`config.mk`:
```
export PLATFORM = sky130hd
export DESIGN_NAME = lvpm_top
export DESIGN_NICKNAME = d
export VERILOG_FILES = /design/src/include/lvpm_pkg.sv /design/src/include/lvpm_sync_if.sv /design/src/hdl/lvpm_sync.sv /design/src/hdl/lvpm_top.sv
export SDC_FILE = /design/constraint.sdc
export NUM_CORES = 1
export LEC_CHECK = 0
export BUFFER_PORTS_ARGS = -buffer_cell sky130_fd_sc_hd__buf_4
export CELL_PAD_IN_SITES_DETAIL_PLACEMENT = 0
export CELL_PAD_IN_SITES_GLOBAL_PLACEMENT = 1
export CORE_UTILIZATION = 39
export DETAILED_ROUTE_END_ITERATION = 6
export HOLD_SLACK_MARGIN = 0.05
export PLACE_DENSITY = 0.88
export SKIP_CTS_REPAIR_TIMING = 1
export SYNTH_ARGS = -nofsm -noshare
export SYNTH_HDL_FRONTEND = slang
export SYNTH_HIERARCHICAL = 1
export SYNTH_SLANG_ARGS = --single-unit
```
`constraint.sdc`:
```
create_clock -name pclk -period 2.1 [get_ports pclk]
set_input_delay 0.42 -clock pclk [delete_from_list [all_inputs] [get_ports pclk]]
set_output_delay 0.42 -clock pclk [all_outputs]
set_load 0.01 [all_outputs]
```
`src/include/lvpm_pkg.sv`:
```
// Purpose: constants and types of the low voltage and power mode block
// Assumes: pclk at 100 MHz, apb with 32-bit data
// Notes: Notes on behaviour below
// Notes on behaviour
// RULE1 - options may exclude detector or low-voltage reset
// RULE2 - mode bit 3 switches detector on
// RULE3 - mode bit 5 reads detector result only
// RULE4 - mode bit 2 gates internal clock in halt
// RULE5 - mode bits 0,1,4,6,7 are unused
// RULE6 - low-voltage reset ORed with external reset
// RULE7 - power down disables detector and reset
// RULE8 - reset only after low supply over 1ms
// RULE9 - hold 1024 clocks after reset release
// RULE10 - normal, idle and halt modes; normal runs oscillator
// RULE11 - halt with gate bit 0 enters idle
// RULE12 - gate 1, watchdog on: halt, oscillator runs
// RULE13 - gate 1, watchdog off: halt, oscillator off
// RULE14 - internal oscillator off unless watchdog osc selected
// RULE15 - synchronise async indications before use
package lvpm_pkg;
  // clock
  localparam int CLK_PERIOD_NS = 10;
  // persistence of low supply before reset, in ns
  localparam int LVR_PERSIST_NS = 1000000;
  // least time rounds up to whole cycles
  localparam int LVR_PERSIST_CYC = (LVR_PERSIST_NS + CLK_PERIOD_NS - 1) / CLK_PERIOD_NS;
  localparam int LVR_CNT_W = 17;
  // settle delay in system clocks
  localparam int SETTLE_CYC = 1024;
  localparam int SETTLE_W = 11;
  // register indices and byte addresses
  localparam logic [9:0] MODE_INDEX = 10'h009;
  localparam logic [9:0] STATUS_INDEX = 10'h00a;
  localparam logic [11:0] MODE_ADDR = {MODE_INDEX, 2'b00};
  localparam logic [11:0] STATUS_ADDR = {STATUS_INDEX, 2'b00};
  // mode register field positions
  localparam int GATE_BIT = 2;
  localparam int DET_EN_BIT = 3;
  localparam int DET_RES_BIT = 5;
  // reset values
  localparam logic MODE_GATE_RST = 1'b0;
  localparam logic MODE_DET_EN_RST = 1'b0;
  // synchroniser lanes
  localparam int SYNC_W = 7;
  localparam int SY_RESET_N = 0;
  localparam int SY_LVD_LOW = 1;
  localparam int SY_LVR_LOW = 2;
  localparam int SY_OPT_DET = 3;
  localparam int SY_OPT_RST = 4;
  localparam int SY_OPT_WDT = 5;
  localparam int SY_OPT_WOSC = 6;
  localparam logic [SYNC_W-1:0] SYNC_RST = 7'h00;
  // operating modes
  typedef enum logic [1:0] {MODE_NORMAL, MODE_IDLE, MODE_HALT} lvpm_mode_type;
endpackage : lvpm_pkg

```
`src/include/lvpm_sync_if.sv`:
```
// Purpose: carries raw and cleaned asynchronous levels
// Assumes: one clock domain on the clean side
// Notes: raw side written by the top, clean side by the synchroniser
`timescale 1ns/10ps
interface lvpm_sync_if;
  import lvpm_pkg::*;
  logic [SYNC_W-1:0] raw; // levels from pins and analog comparators
  logic [SYNC_W-1:0] clean; // agreed, synchronised levels
  modport sync_side (input raw, output clean);
  modport user_side (output raw, input clean);
endinterface : lvpm_sync_if

```
`src/hdl/lvpm_sync.sv`:
```
// Purpose: three-flop synchroniser with agreement filter
// Assumes: raw levels may change at any time
// Notes: a change counts once second and third flop agree
`timescale 1ns/10ps
module lvpm_sync (
  input wire logic pclk,
  input wire logic presetn,
  lvpm_sync_if.sync_side sif
);
  import lvpm_pkg::*;

  // whole state of the synchroniser
  typedef struct packed {
    logic [SYNC_W-1:0] s1;
    logic [SYNC_W-1:0] s2;
    logic [SYNC_W-1:0] s3;
    logic [SYNC_W-1:0] clean;
  } lvpm_sync_type;

  lvpm_sync_type st;
  lvpm_sync_type next_st;

  // next state: first flop only feeds the second
  always_comb begin
    next_st = st;
    next_st.s1 = sif.raw;
    next_st.s2 = st.s1;
    next_st.s3 = st.s2;
    for (int i = 0; i < SYNC_W; i++) begin
      // lane updates only where second and third agree
      if (st.s2[i] == st.s3[i]) begin
        next_st.clean[i] = st.s3[i]; // RULE15
      end
    end
  end

  // state register
  always_ff @(posedge pclk or negedge presetn) begin
    if (!presetn) begin
      st <= '{SYNC_RST, SYNC_RST, SYNC_RST, SYNC_RST};
    end else begin
      st <= next_st;
    end
  end

  assign sif.clean = st.clean;
endmodule : lvpm_sync

```
`src/hdl/lvpm_top.sv`:
```
// Purpose: low voltage supervision, reset combining and power modes
// Assumes: apb slave, pclk 100 MHz, async level inputs from analog parts
// Notes: zero-wait apb; unused mode bits read zero
//
// Implementation choice: register access over APB.
`timescale 1ns/10ps
module lvpm_top #(
  // cycles of low supply tolerated before reset
  parameter int LVR_PERSIST_CYCLES = lvpm_pkg::LVR_PERSIST_CYC
) (
  input wire logic pclk,
  input wire logic presetn,
  input wire logic psel,
  input wire logic penable,
  input wire logic pwrite,
  input wire logic [11:0] paddr,
  input wire logic [31:0] pwdata,
  output logic [31:0] prdata,
  output logic pready,
  output logic pslverr,
  input wire logic external_reset_pin_n,
  input wire logic lvd_low_in,
  input wire logic lvr_low_in,
  input wire logic opt_detector_include,
  input wire logic opt_reset_include,
  input wire logic opt_watchdog_enable,
  input wire logic watchdog_osc_select,
  input wire logic halt_exec,
  input wire logic wake_event,
  output logic chip_reset,
  output logic startup_hold,
  output logic detector_on,
  output logic ext_osc_on,
  output logic sys_clock_run,
  output logic internal_rc_clock_en,
  output logic internal_rc_osc_on,
  output lvpm_pkg::lvpm_mode_type op_mode
);
  import lvpm_pkg::*;

  // persistence limit at counter width
  localparam logic [LVR_CNT_W-1:0] LVR_LIMIT = LVR_CNT_W'(LVR_PERSIST_CYCLES);
  // last settle count before release
  localparam logic [SETTLE_W-1:0] SETTLE_LAST = SETTLE_W'(SETTLE_CYC - 1);

  // whole state of the block
  typedef struct packed {
    lvpm_mode_type mode; // operating mode
    logic gate; // halt clock gate bit
    logic det_en; // detector enable bit
    logic det_result; // latched detector result
    logic [LVR_CNT_W-1:0] lvr_cnt; // low supply duration
    logic lvr_trip; // low-voltage reset active
    logic [SETTLE_W-1:0] settle_cnt; // startup settle timer
    logic hold; // settle in progress
    logic [31:0] rdata; // read data register
  } lvpm_state_type;

  lvpm_state_type st;
  lvpm_state_type next_st;

  // carrier to the synchroniser
  lvpm_sync_if sif ();

  // cleaned levels
  logic ext_reset; // external reset asserted
  logic lvd_low; // detector sees low supply
  logic lvr_low; // supply in the reset band
  logic opt_det; // detector option included
  logic opt_rst; // reset option included
  logic opt_wdt; // watchdog enabled
  logic opt_wosc; // watchdog oscillator selected

  // derived controls
  logic normal; // normal mode
  logic det_active; // detector powered
  logic lvr_active; // reset monitor powered
  logic wr_access; // write completes this edge
  logic rd_setup; // read setup cycle
  logic addr_hit; // address maps to a register

  // feed raw levels into the synchroniser: one process drives the whole lane vector
  always_comb begin
    sif.raw = SYNC_RST; // every lane written below
    sif.raw[SY_RESET_N] = external_reset_pin_n;
    sif.raw[SY_LVD_LOW] = lvd_low_in;
    sif.raw[SY_LVR_LOW] = lvr_low_in;
    sif.raw[SY_OPT_DET] = opt_detector_include;
    sif.raw[SY_OPT_RST] = opt_reset_include;
    sif.raw[SY_OPT_WDT] = opt_watchdog_enable;
    sif.raw[SY_OPT_WOSC] = watchdog_osc_select;
  end

  // all asynchronous levels pass three flops
  lvpm_sync u_sync (
    .pclk(pclk),
    .presetn(presetn),
    .sif(sif)
  );

  // unpack cleaned levels
  assign ext_reset = !sif.clean[SY_RESET_N];
  assign lvd_low = sif.clean[SY_LVD_LOW]; // RULE15
  assign lvr_low = sif.clean[SY_LVR_LOW]; // RULE15
  assign opt_det = sif.clean[SY_OPT_DET];
  assign opt_rst = sif.clean[SY_OPT_RST];
  assign opt_wdt = sif.clean[SY_OPT_WDT];
  assign opt_wosc = sif.clean[SY_OPT_WOSC];

  // mode decode
  assign normal = (st.mode == MODE_NORMAL);
  // detector only when included, enabled and not powered down
  assign det_active = opt_det && st.det_en && normal; // RULE1 RULE2 RULE7
  // reset monitor only when included and not powered down
  assign lvr_active = opt_rst && normal; // RULE1 RULE7

  // either source gives the same chip reset
  assign chip_reset = ext_reset || st.lvr_trip; // RULE6

  // apb decode
  assign addr_hit = (paddr == MODE_ADDR) || (paddr == STATUS_ADDR);
  assign wr_access = psel && penable && pwrite && (paddr == MODE_ADDR);
  assign rd_setup = psel && !penable && !pwrite;

  // read value of the mode register
  function automatic logic [31:0] mode_word(input logic gate, input logic det_en, input logic res);
    logic [31:0] w;
    w = 32'h0000_0000; // unused bits read as zero
    w[GATE_BIT] = gate;
    w[DET_EN_BIT] = det_en;
    w[DET_RES_BIT] = res;
    return w;
  endfunction : mode_word

  // next state
  always_comb begin
    next_st = st;

    // read data captured in setup, stands through access
    if (rd_setup) begin
      if (paddr == MODE_ADDR) begin
        next_st.rdata = mode_word(st.gate, st.det_en, st.det_result); // RULE3 RULE5
      end else if (paddr == STATUS_ADDR) begin
        next_st.rdata = {26'h000_0000, opt_det, opt_rst, st.lvr_trip, st.hold, st.mode};
      end else begin
        next_st.rdata = 32'h0000_0000;
      end
    end

    // software writes: result bit and unused bits ignored
    if (wr_access) begin
      next_st.gate = pwdata[GATE_BIT]; // RULE4
      next_st.det_en = pwdata[DET_EN_BIT]; // RULE2
    end

    // detector result follows the comparator only while powered
    next_st.det_result = det_active && lvd_low; // RULE3

    // low supply must persist before reset fires
    if (lvr_active && lvr_low) begin
      if (st.lvr_cnt == LVR_LIMIT) begin
        next_st.lvr_trip = 1'b1; // RULE8
      end else begin
        next_st.lvr_cnt = st.lvr_cnt + LVR_CNT_W'(1);
      end
    end else begin
      // short episodes are forgotten
      next_st.lvr_cnt = '0; // RULE8
      next_st.lvr_trip = 1'b0;
    end

    // settle timer after reset release
    if (st.hold) begin
      if (st.settle_cnt == SETTLE_LAST) begin
        next_st.hold = 1'b0; // RULE9
      end else begin
        next_st.settle_cnt = st.settle_cnt + SETTLE_W'(1);
      end
    end

    // operating mode transitions
    unique case (st.mode)
      MODE_NORMAL: begin
        // halt ignored until the oscillator has settled
        if (halt_exec && !st.hold) begin
          if (!st.gate) begin
            next_st.mode = MODE_IDLE; // RULE11
          end else begin
            next_st.mode = MODE_HALT; // RULE12 RULE13
          end
        end
      end
      MODE_IDLE: begin
        // wake returns to normal
        if (wake_event) begin
          next_st.mode = MODE_NORMAL; // RULE10
        end
      end
      MODE_HALT: begin
        // wake returns to normal
        if (wake_event) begin
          next_st.mode = MODE_NORMAL; // RULE10
        end
      end
    endcase

    // full chip reset restarts everything but the trip source and the read data register
    if (chip_reset) begin
      next_st.mode = MODE_NORMAL;
      next_st.gate = MODE_GATE_RST;
      next_st.det_en = MODE_DET_EN_RST;
      next_st.det_result = 1'b0;
      next_st.settle_cnt = '0;
      next_st.hold = 1'b1; // RULE9
    end
  end

  // state register
  always_ff @(posedge pclk or negedge presetn) begin
    if (!presetn) begin
      st.mode <= MODE_NORMAL;
      st.gate <= MODE_GATE_RST;
      st.det_en <= MODE_DET_EN_RST;
      st.det_result <= 1'b0;
      st.lvr_cnt <= '0;
      st.lvr_trip <= 1'b0;
      st.settle_cnt <= '0;
      st.hold <= 1'b1;
      st.rdata <= 32'h0000_0000;
    end else begin
      st <= next_st;
    end
  end

  // apb answers without wait states
  assign pready = 1'b1;
  assign pslverr = psel && penable && !addr_hit;
  assign prdata = st.rdata;

  // block outputs
  assign startup_hold = st.hold || chip_reset; // RULE9
  assign detector_on = det_active; // RULE2
  assign op_mode = st.mode;
  // external oscillator and system clock run only in normal mode
  assign ext_osc_on = normal; // RULE10
  assign sys_clock_run = normal && !startup_hold; // RULE10
  // internal clock enabled with watchdog oscillator selected, unless in halt
  assign internal_rc_clock_en = opt_wosc && (st.mode != MODE_HALT); // RULE4 RULE14
  // oscillator runs with watchdog oscillator selected, except halt with watchdog off
  assign internal_rc_osc_on = opt_wosc && !((st.mode == MODE_HALT) && !opt_wdt); // RULE13 RULE14
endmodule : lvpm_top

```
# Word level (Yosys, flattened, before mapping)
# Index checks and enable logic that the tools add are counted.
# totals
out_inout_bits	43
inputBits	58
regBits	95
word_cells	88
# op_classes
mux	15
reduce_logical	33
eq_ne	19
addsub	2
# op_table
op	count
12-bit by 6-bit equality test with 1-bit output (second input constant)	2
12-bit two-way mux	2
18-bit two-way mux	1
17-bit by 1-bit adder with 17-bit output (second input constant)	1
17-bit equality test (second input constant)	1
17-bit two-way mux	1
1-bit logical AND	16
6-bit two-way mux	2
11-bit by 1-bit adder with 11-bit output (second input constant)	1
11-bit by 10-bit equality test with 1-bit output (second input constant)	1
11-bit two-way mux	1
1-bit logical NOT	8
2-bit two-way mux	4
1-bit equality test	7
2-bit inequality test (second input constant)	3
5-bit two-way mux	1
2-bit case mux with 2 select lines	1
2-bit AND reduction	2
2-bit nonzero test	2
1-bit logical OR	3
3-bit by 1-bit inequality test with 1-bit output (second input constant)	1
3-bit by 2-bit inequality test with 1-bit output (second input constant)	1
2-bit by 1-bit equality test with 1-bit output (second input constant)	1
2-bit equality test (second input constant)	1
4 further kinds	5

# Logic depth before layout (Yosys ltp)
# logic_depth
word_depth	5
depth_mapped	6
ltp_nobuf	6

# Modules after synthesis
# The synthesis kept the hierarchy.
# by_module_without_submodules
mod	area_per_inst_um2	seq_area_each_um2	n_inst	cells_per_inst
lvpm_top	2441.1	1027.2	1	262
lvpm_sync	832.0	700.7	1	42

# Least setup slack after synthesis
# OpenSTA, ideal clock, no wires.
# synth_path
path_kind	reg-to-reg
from	register st[59] (netlist bit)
to	register st[46] (netlist bit)
setup_ps	132
arrival_ps	1538
setup_slack_ps	430
stages_incl_launch_ff	5
period_less_slack_ps	1670
required_time_ps	1968
path_cell_list	dfrtp_1 > or4_4 > nor4_4 > mux2i_1 > nor2_1
# synth_via
elab_chain_len	2
# synth_rtl
element	line	rtl
start: declaration	lvpm_top.sv:59	lvpm_state_type st;
start signal: assignment	lvpm_top.sv:231	st <= next_st;
17-bit equality test	lvpm_top.sv:161	if (st.lvr_cnt == LVR_LIMIT) begin
2-bit inequality test (no line)	--	
# No other way between the ends.
# A chain may end at the register's enable or synchronous reset.

# Final worst setup path
# layout_path
from	register st[33] (netlist bit)
to	register st[33] (netlist bit)
# layout_via
elab_chain_len	4
# layout_rtl
element	line	rtl
11-bit by 1-bit adder with 11-bit output	lvpm_top.sv:177	next_st.settle_cnt = st.settle_cnt + SETTLE_W'(1);
11-bit two-way mux	lvpm_top.sv:174	if (st.settle_cnt == SETTLE_LAST) begin
12-bit two-way mux	lvpm_top.sv:173	if (st.hold) begin
12-bit two-way mux	lvpm_top.sv:208	if (chip_reset) begin
# Parallel ways exist; a longest one is shown, timed or not. The select of a mux whose other input is x is not followed.

==> results_dict.tcl <==
set metrics [dict create \
    dr.first_iter.drc_count 86 \
    final_antenna_net_count 0 \
    initial_utilization_pct 40.04 \
    hp-class "in -> async" \
    end_kind "flop" \
    fmax_ghz 0.5167 \
    clkLatencyLatePin_ns 0.34 \
    power.leakage_nw 1.713 \
    root_buffer "clkbuf_8" \
    synth_top_area_share_pct 51.99 \
    dp_cells 438 \
    maxCapViolCount 0 \
    dp_hpwl_um 4105 \
    antenna_cells 0 \
    seq_area_um2 1728 \
    grt_start_max_net_pins 44 \
    multi_input_area_um2 1255 \
    drc 0 \
    num_io_pins 101 \
    htree_levels 3 \
    ys_seq_area_share_pct 52.79 \
    drv_slew 0 \
    port_buffers 43 \
    cts_buffers 9 \
    netlist_top_cells_area "dfrtp_1 52%, buf_4 9.6%, nor2_1 2.8%, xor2_1 2.7%, nand3_1 2.6%" \
    routed_wl_um 5708 \
    antenna_found_initial 0 \
    top_usage_layer "met2" \
    grt_pass1_wl_um 9660 \
    cts_sinks 69 \
    p_per_area_nw_per_um2 707.9 \
    slew_headroom_pct 62.92 \
    nNetsFinal 407 \
    synth_edf_count 0 \
    instances_no_fill 454 \
    num_rows 33 \
    postLayoutCoreUtil_pct 45.88 \
    ys_types 50 \
    finalSetupViolCount 0 \
    grt_setup_unrepaired "no" \
    avgSynthCellArea_um2 10.77 \
    dieArea_um2 8763 \
    core_area_um2 8175 \
    drive_gt1_share_pct 23.21 \
    syn-cell-area_um2 3273 \
    grtUsageTotal_pct 14.62 \
    syn_to_final_growth_pct 14.60 \
    fin_worst_hold_slack_ns 0.05877 \
    die_x_um 93.61 \
    worstRegToRegCells 6 \
    grt-ovfl-total 0 \
    grt_pass1_vias 2142 \
    finalHoldViolCount 0 \
    via_per_inst 4.905 \
    ir_worst_vdd_mv 0.2964 \
    min_period_ns 1.935 \
    grt_use_met1_pct 17.62 \
    fp.dieH_um 93.61 \
    clk_path_buf_depth 2 \
    use_met3_pct 5.366 \
    status "completed" \
    grt_util_met2_pct 23.22 \
    gp_congestion 0.7888 \
    synth_ff_type "dfrtp_1" \
    ys_ff_latch 69 \
    yosysWarnings 6 \
    critPathLaunchType "flop" \
    async_flop_share_pct 100.0 \
    worst_clock_skew_ns 0.007696 \
    avgRoutedWirePerCell_um 12.57 \
    tns_ns 0 \
    path_class "reg -> reg" \
    clkTransAtPathRegs_ns 0.07 \
    worstMarginPinSlew_ns 0.5502 \
    syn_inst 304 \
    path_max_fanout 6 \
    critPathRequiredTime_ns 2.32 \
    period_share_pct 92.16 \
    vias 2227 \
    first_pass_iters 4 \
    fillers 766 \
    synth.most_common_cell "dfrtp_1" \
    yosys-top-cells-count "68 x dfrtp_1, 42 x buf_4, 24 x nor2_1" \
    cts_tree "yes" \
    synth_top_area_cell "dfrtp_1" \
    worst_ep_arrival_time_ns 2.16 \
]
## kinds of logic after synthesis
| group | share of synthesized area [%] |
|---|---|
| other | 0.2294 |
| AND/OR/NAND/NOR | 18.20 |
| XOR/XNOR | 3.746 |
| AO/OA/AOI/OAI | 8.371 |
| multiplexers | 0.6116 |
| adder cells (fa/ha/maj) | 4.320 |
| buffers and inverters | 11.74 |
| flip-flops | 52.79 |
## routing by layer
| metal | wire (um) | part of all wire, % |
|---|---|---|
| met1 | 2607 | 46 |
| met2 | 2605 | 46 |
| met3 | 375 | 6.6 |
| met4 | 119 | 2.1 |
| met5 | 0 | 0 |
## path summary, 6_finish.rpt
kind	slack, ns	end	from
min in group pclk	0.19	u_sync/next_st[20]	watchdog_osc_select
worst min-delay path	0.06	prdata[4]	presetn
max in group asynchronous	1.50	u_sync/st[7]	presetn
worst max register to register	0.16	st[33]	st[33]
worst max-delay path	0.16	st[33]	st[33]
worst min register to register	0.35	u_sync/next_st[8]	u_sync/next_st[15]
## stage by stage
stage	total power, mW	setup WS [ns]	cell area [um2]
final	2.655	0.1646	3751
after global routing	2.790	0.04931	3751
after CTS	2.691	0.1679	3751
after detailed placement	1.636	0.1826	3558
after global placement	1.629	0.2571	3558
after floorplan	1.575	0.4297	3367
## sequential cells by signal, indices dropped and copies added, names as in the netlist
name and flops:
u_sync/next_st 14, u_sync/sif.clean 7, prdata 6, op_mode 2
u_sync/st 7, st 33
## critical path: stages (launching register included)
cell and delay [ns]:
dfrtp_1 0.39, ha_1 0.28, nand3_1 0.13, o41ai_2 0.58, buf_4 0.24, xor2_1 0.15
nor2_1 0.05
## cells in the final DEF (no fill, tap or decap), types with 3 or more instances in the layout
| master | n |
|---|---|
| dfrtp_1 | 68 |
| buf_4 | 50 |
| conb_1 | 27 |
| nor2_1 | 24 |
| nand3_1 | 17 |
| inv_1 | 13 |
| nand2_1 | 13 |
| a21oi_1 | 11 |
| xor2_1 | 10 |
| clkbuf_8 | 10 |
| o21ai_0 | 9 |
| nand4_1 | 7 |
| maj3_2 | 7 |
| nor2b_1 | 6 |
| or3_1 | 6 |
| ha_1 | 5 |
| nand2b_1 | 4 |
| and3_1 | 4 |
| nor4_1 | 4 |
| or4_1 | 4 |
| xnor2_1 | 4 |
| a22o_1 | 3 |
| and4_1 | 3 |
| a221o_1 | 3 |
## cell type report
cell class / instances / share of cell area (%)
clock buffers: 12 / 3.869
clock inverters: 4 / 1.268
inverters: 13 / 1.301
multi-input cells: 200 / 33.46
flip-flops and latches: 69 / 46.06
well taps: 105 / 3.502
repair buffers: 51 / 10.54
## report_power, final
group / total [mW] / leakage (nW) / switching (mW) / internal, mW
Clock: 1.05 / 0.0964 / 0.470 / 0.578
Combinational: 0.201 / 0.724 / 0.114 / 0.0876
Sequential: 1.41 / 0.893 / 0.0317 / 1.37
(Power assumes the default switching activity.)
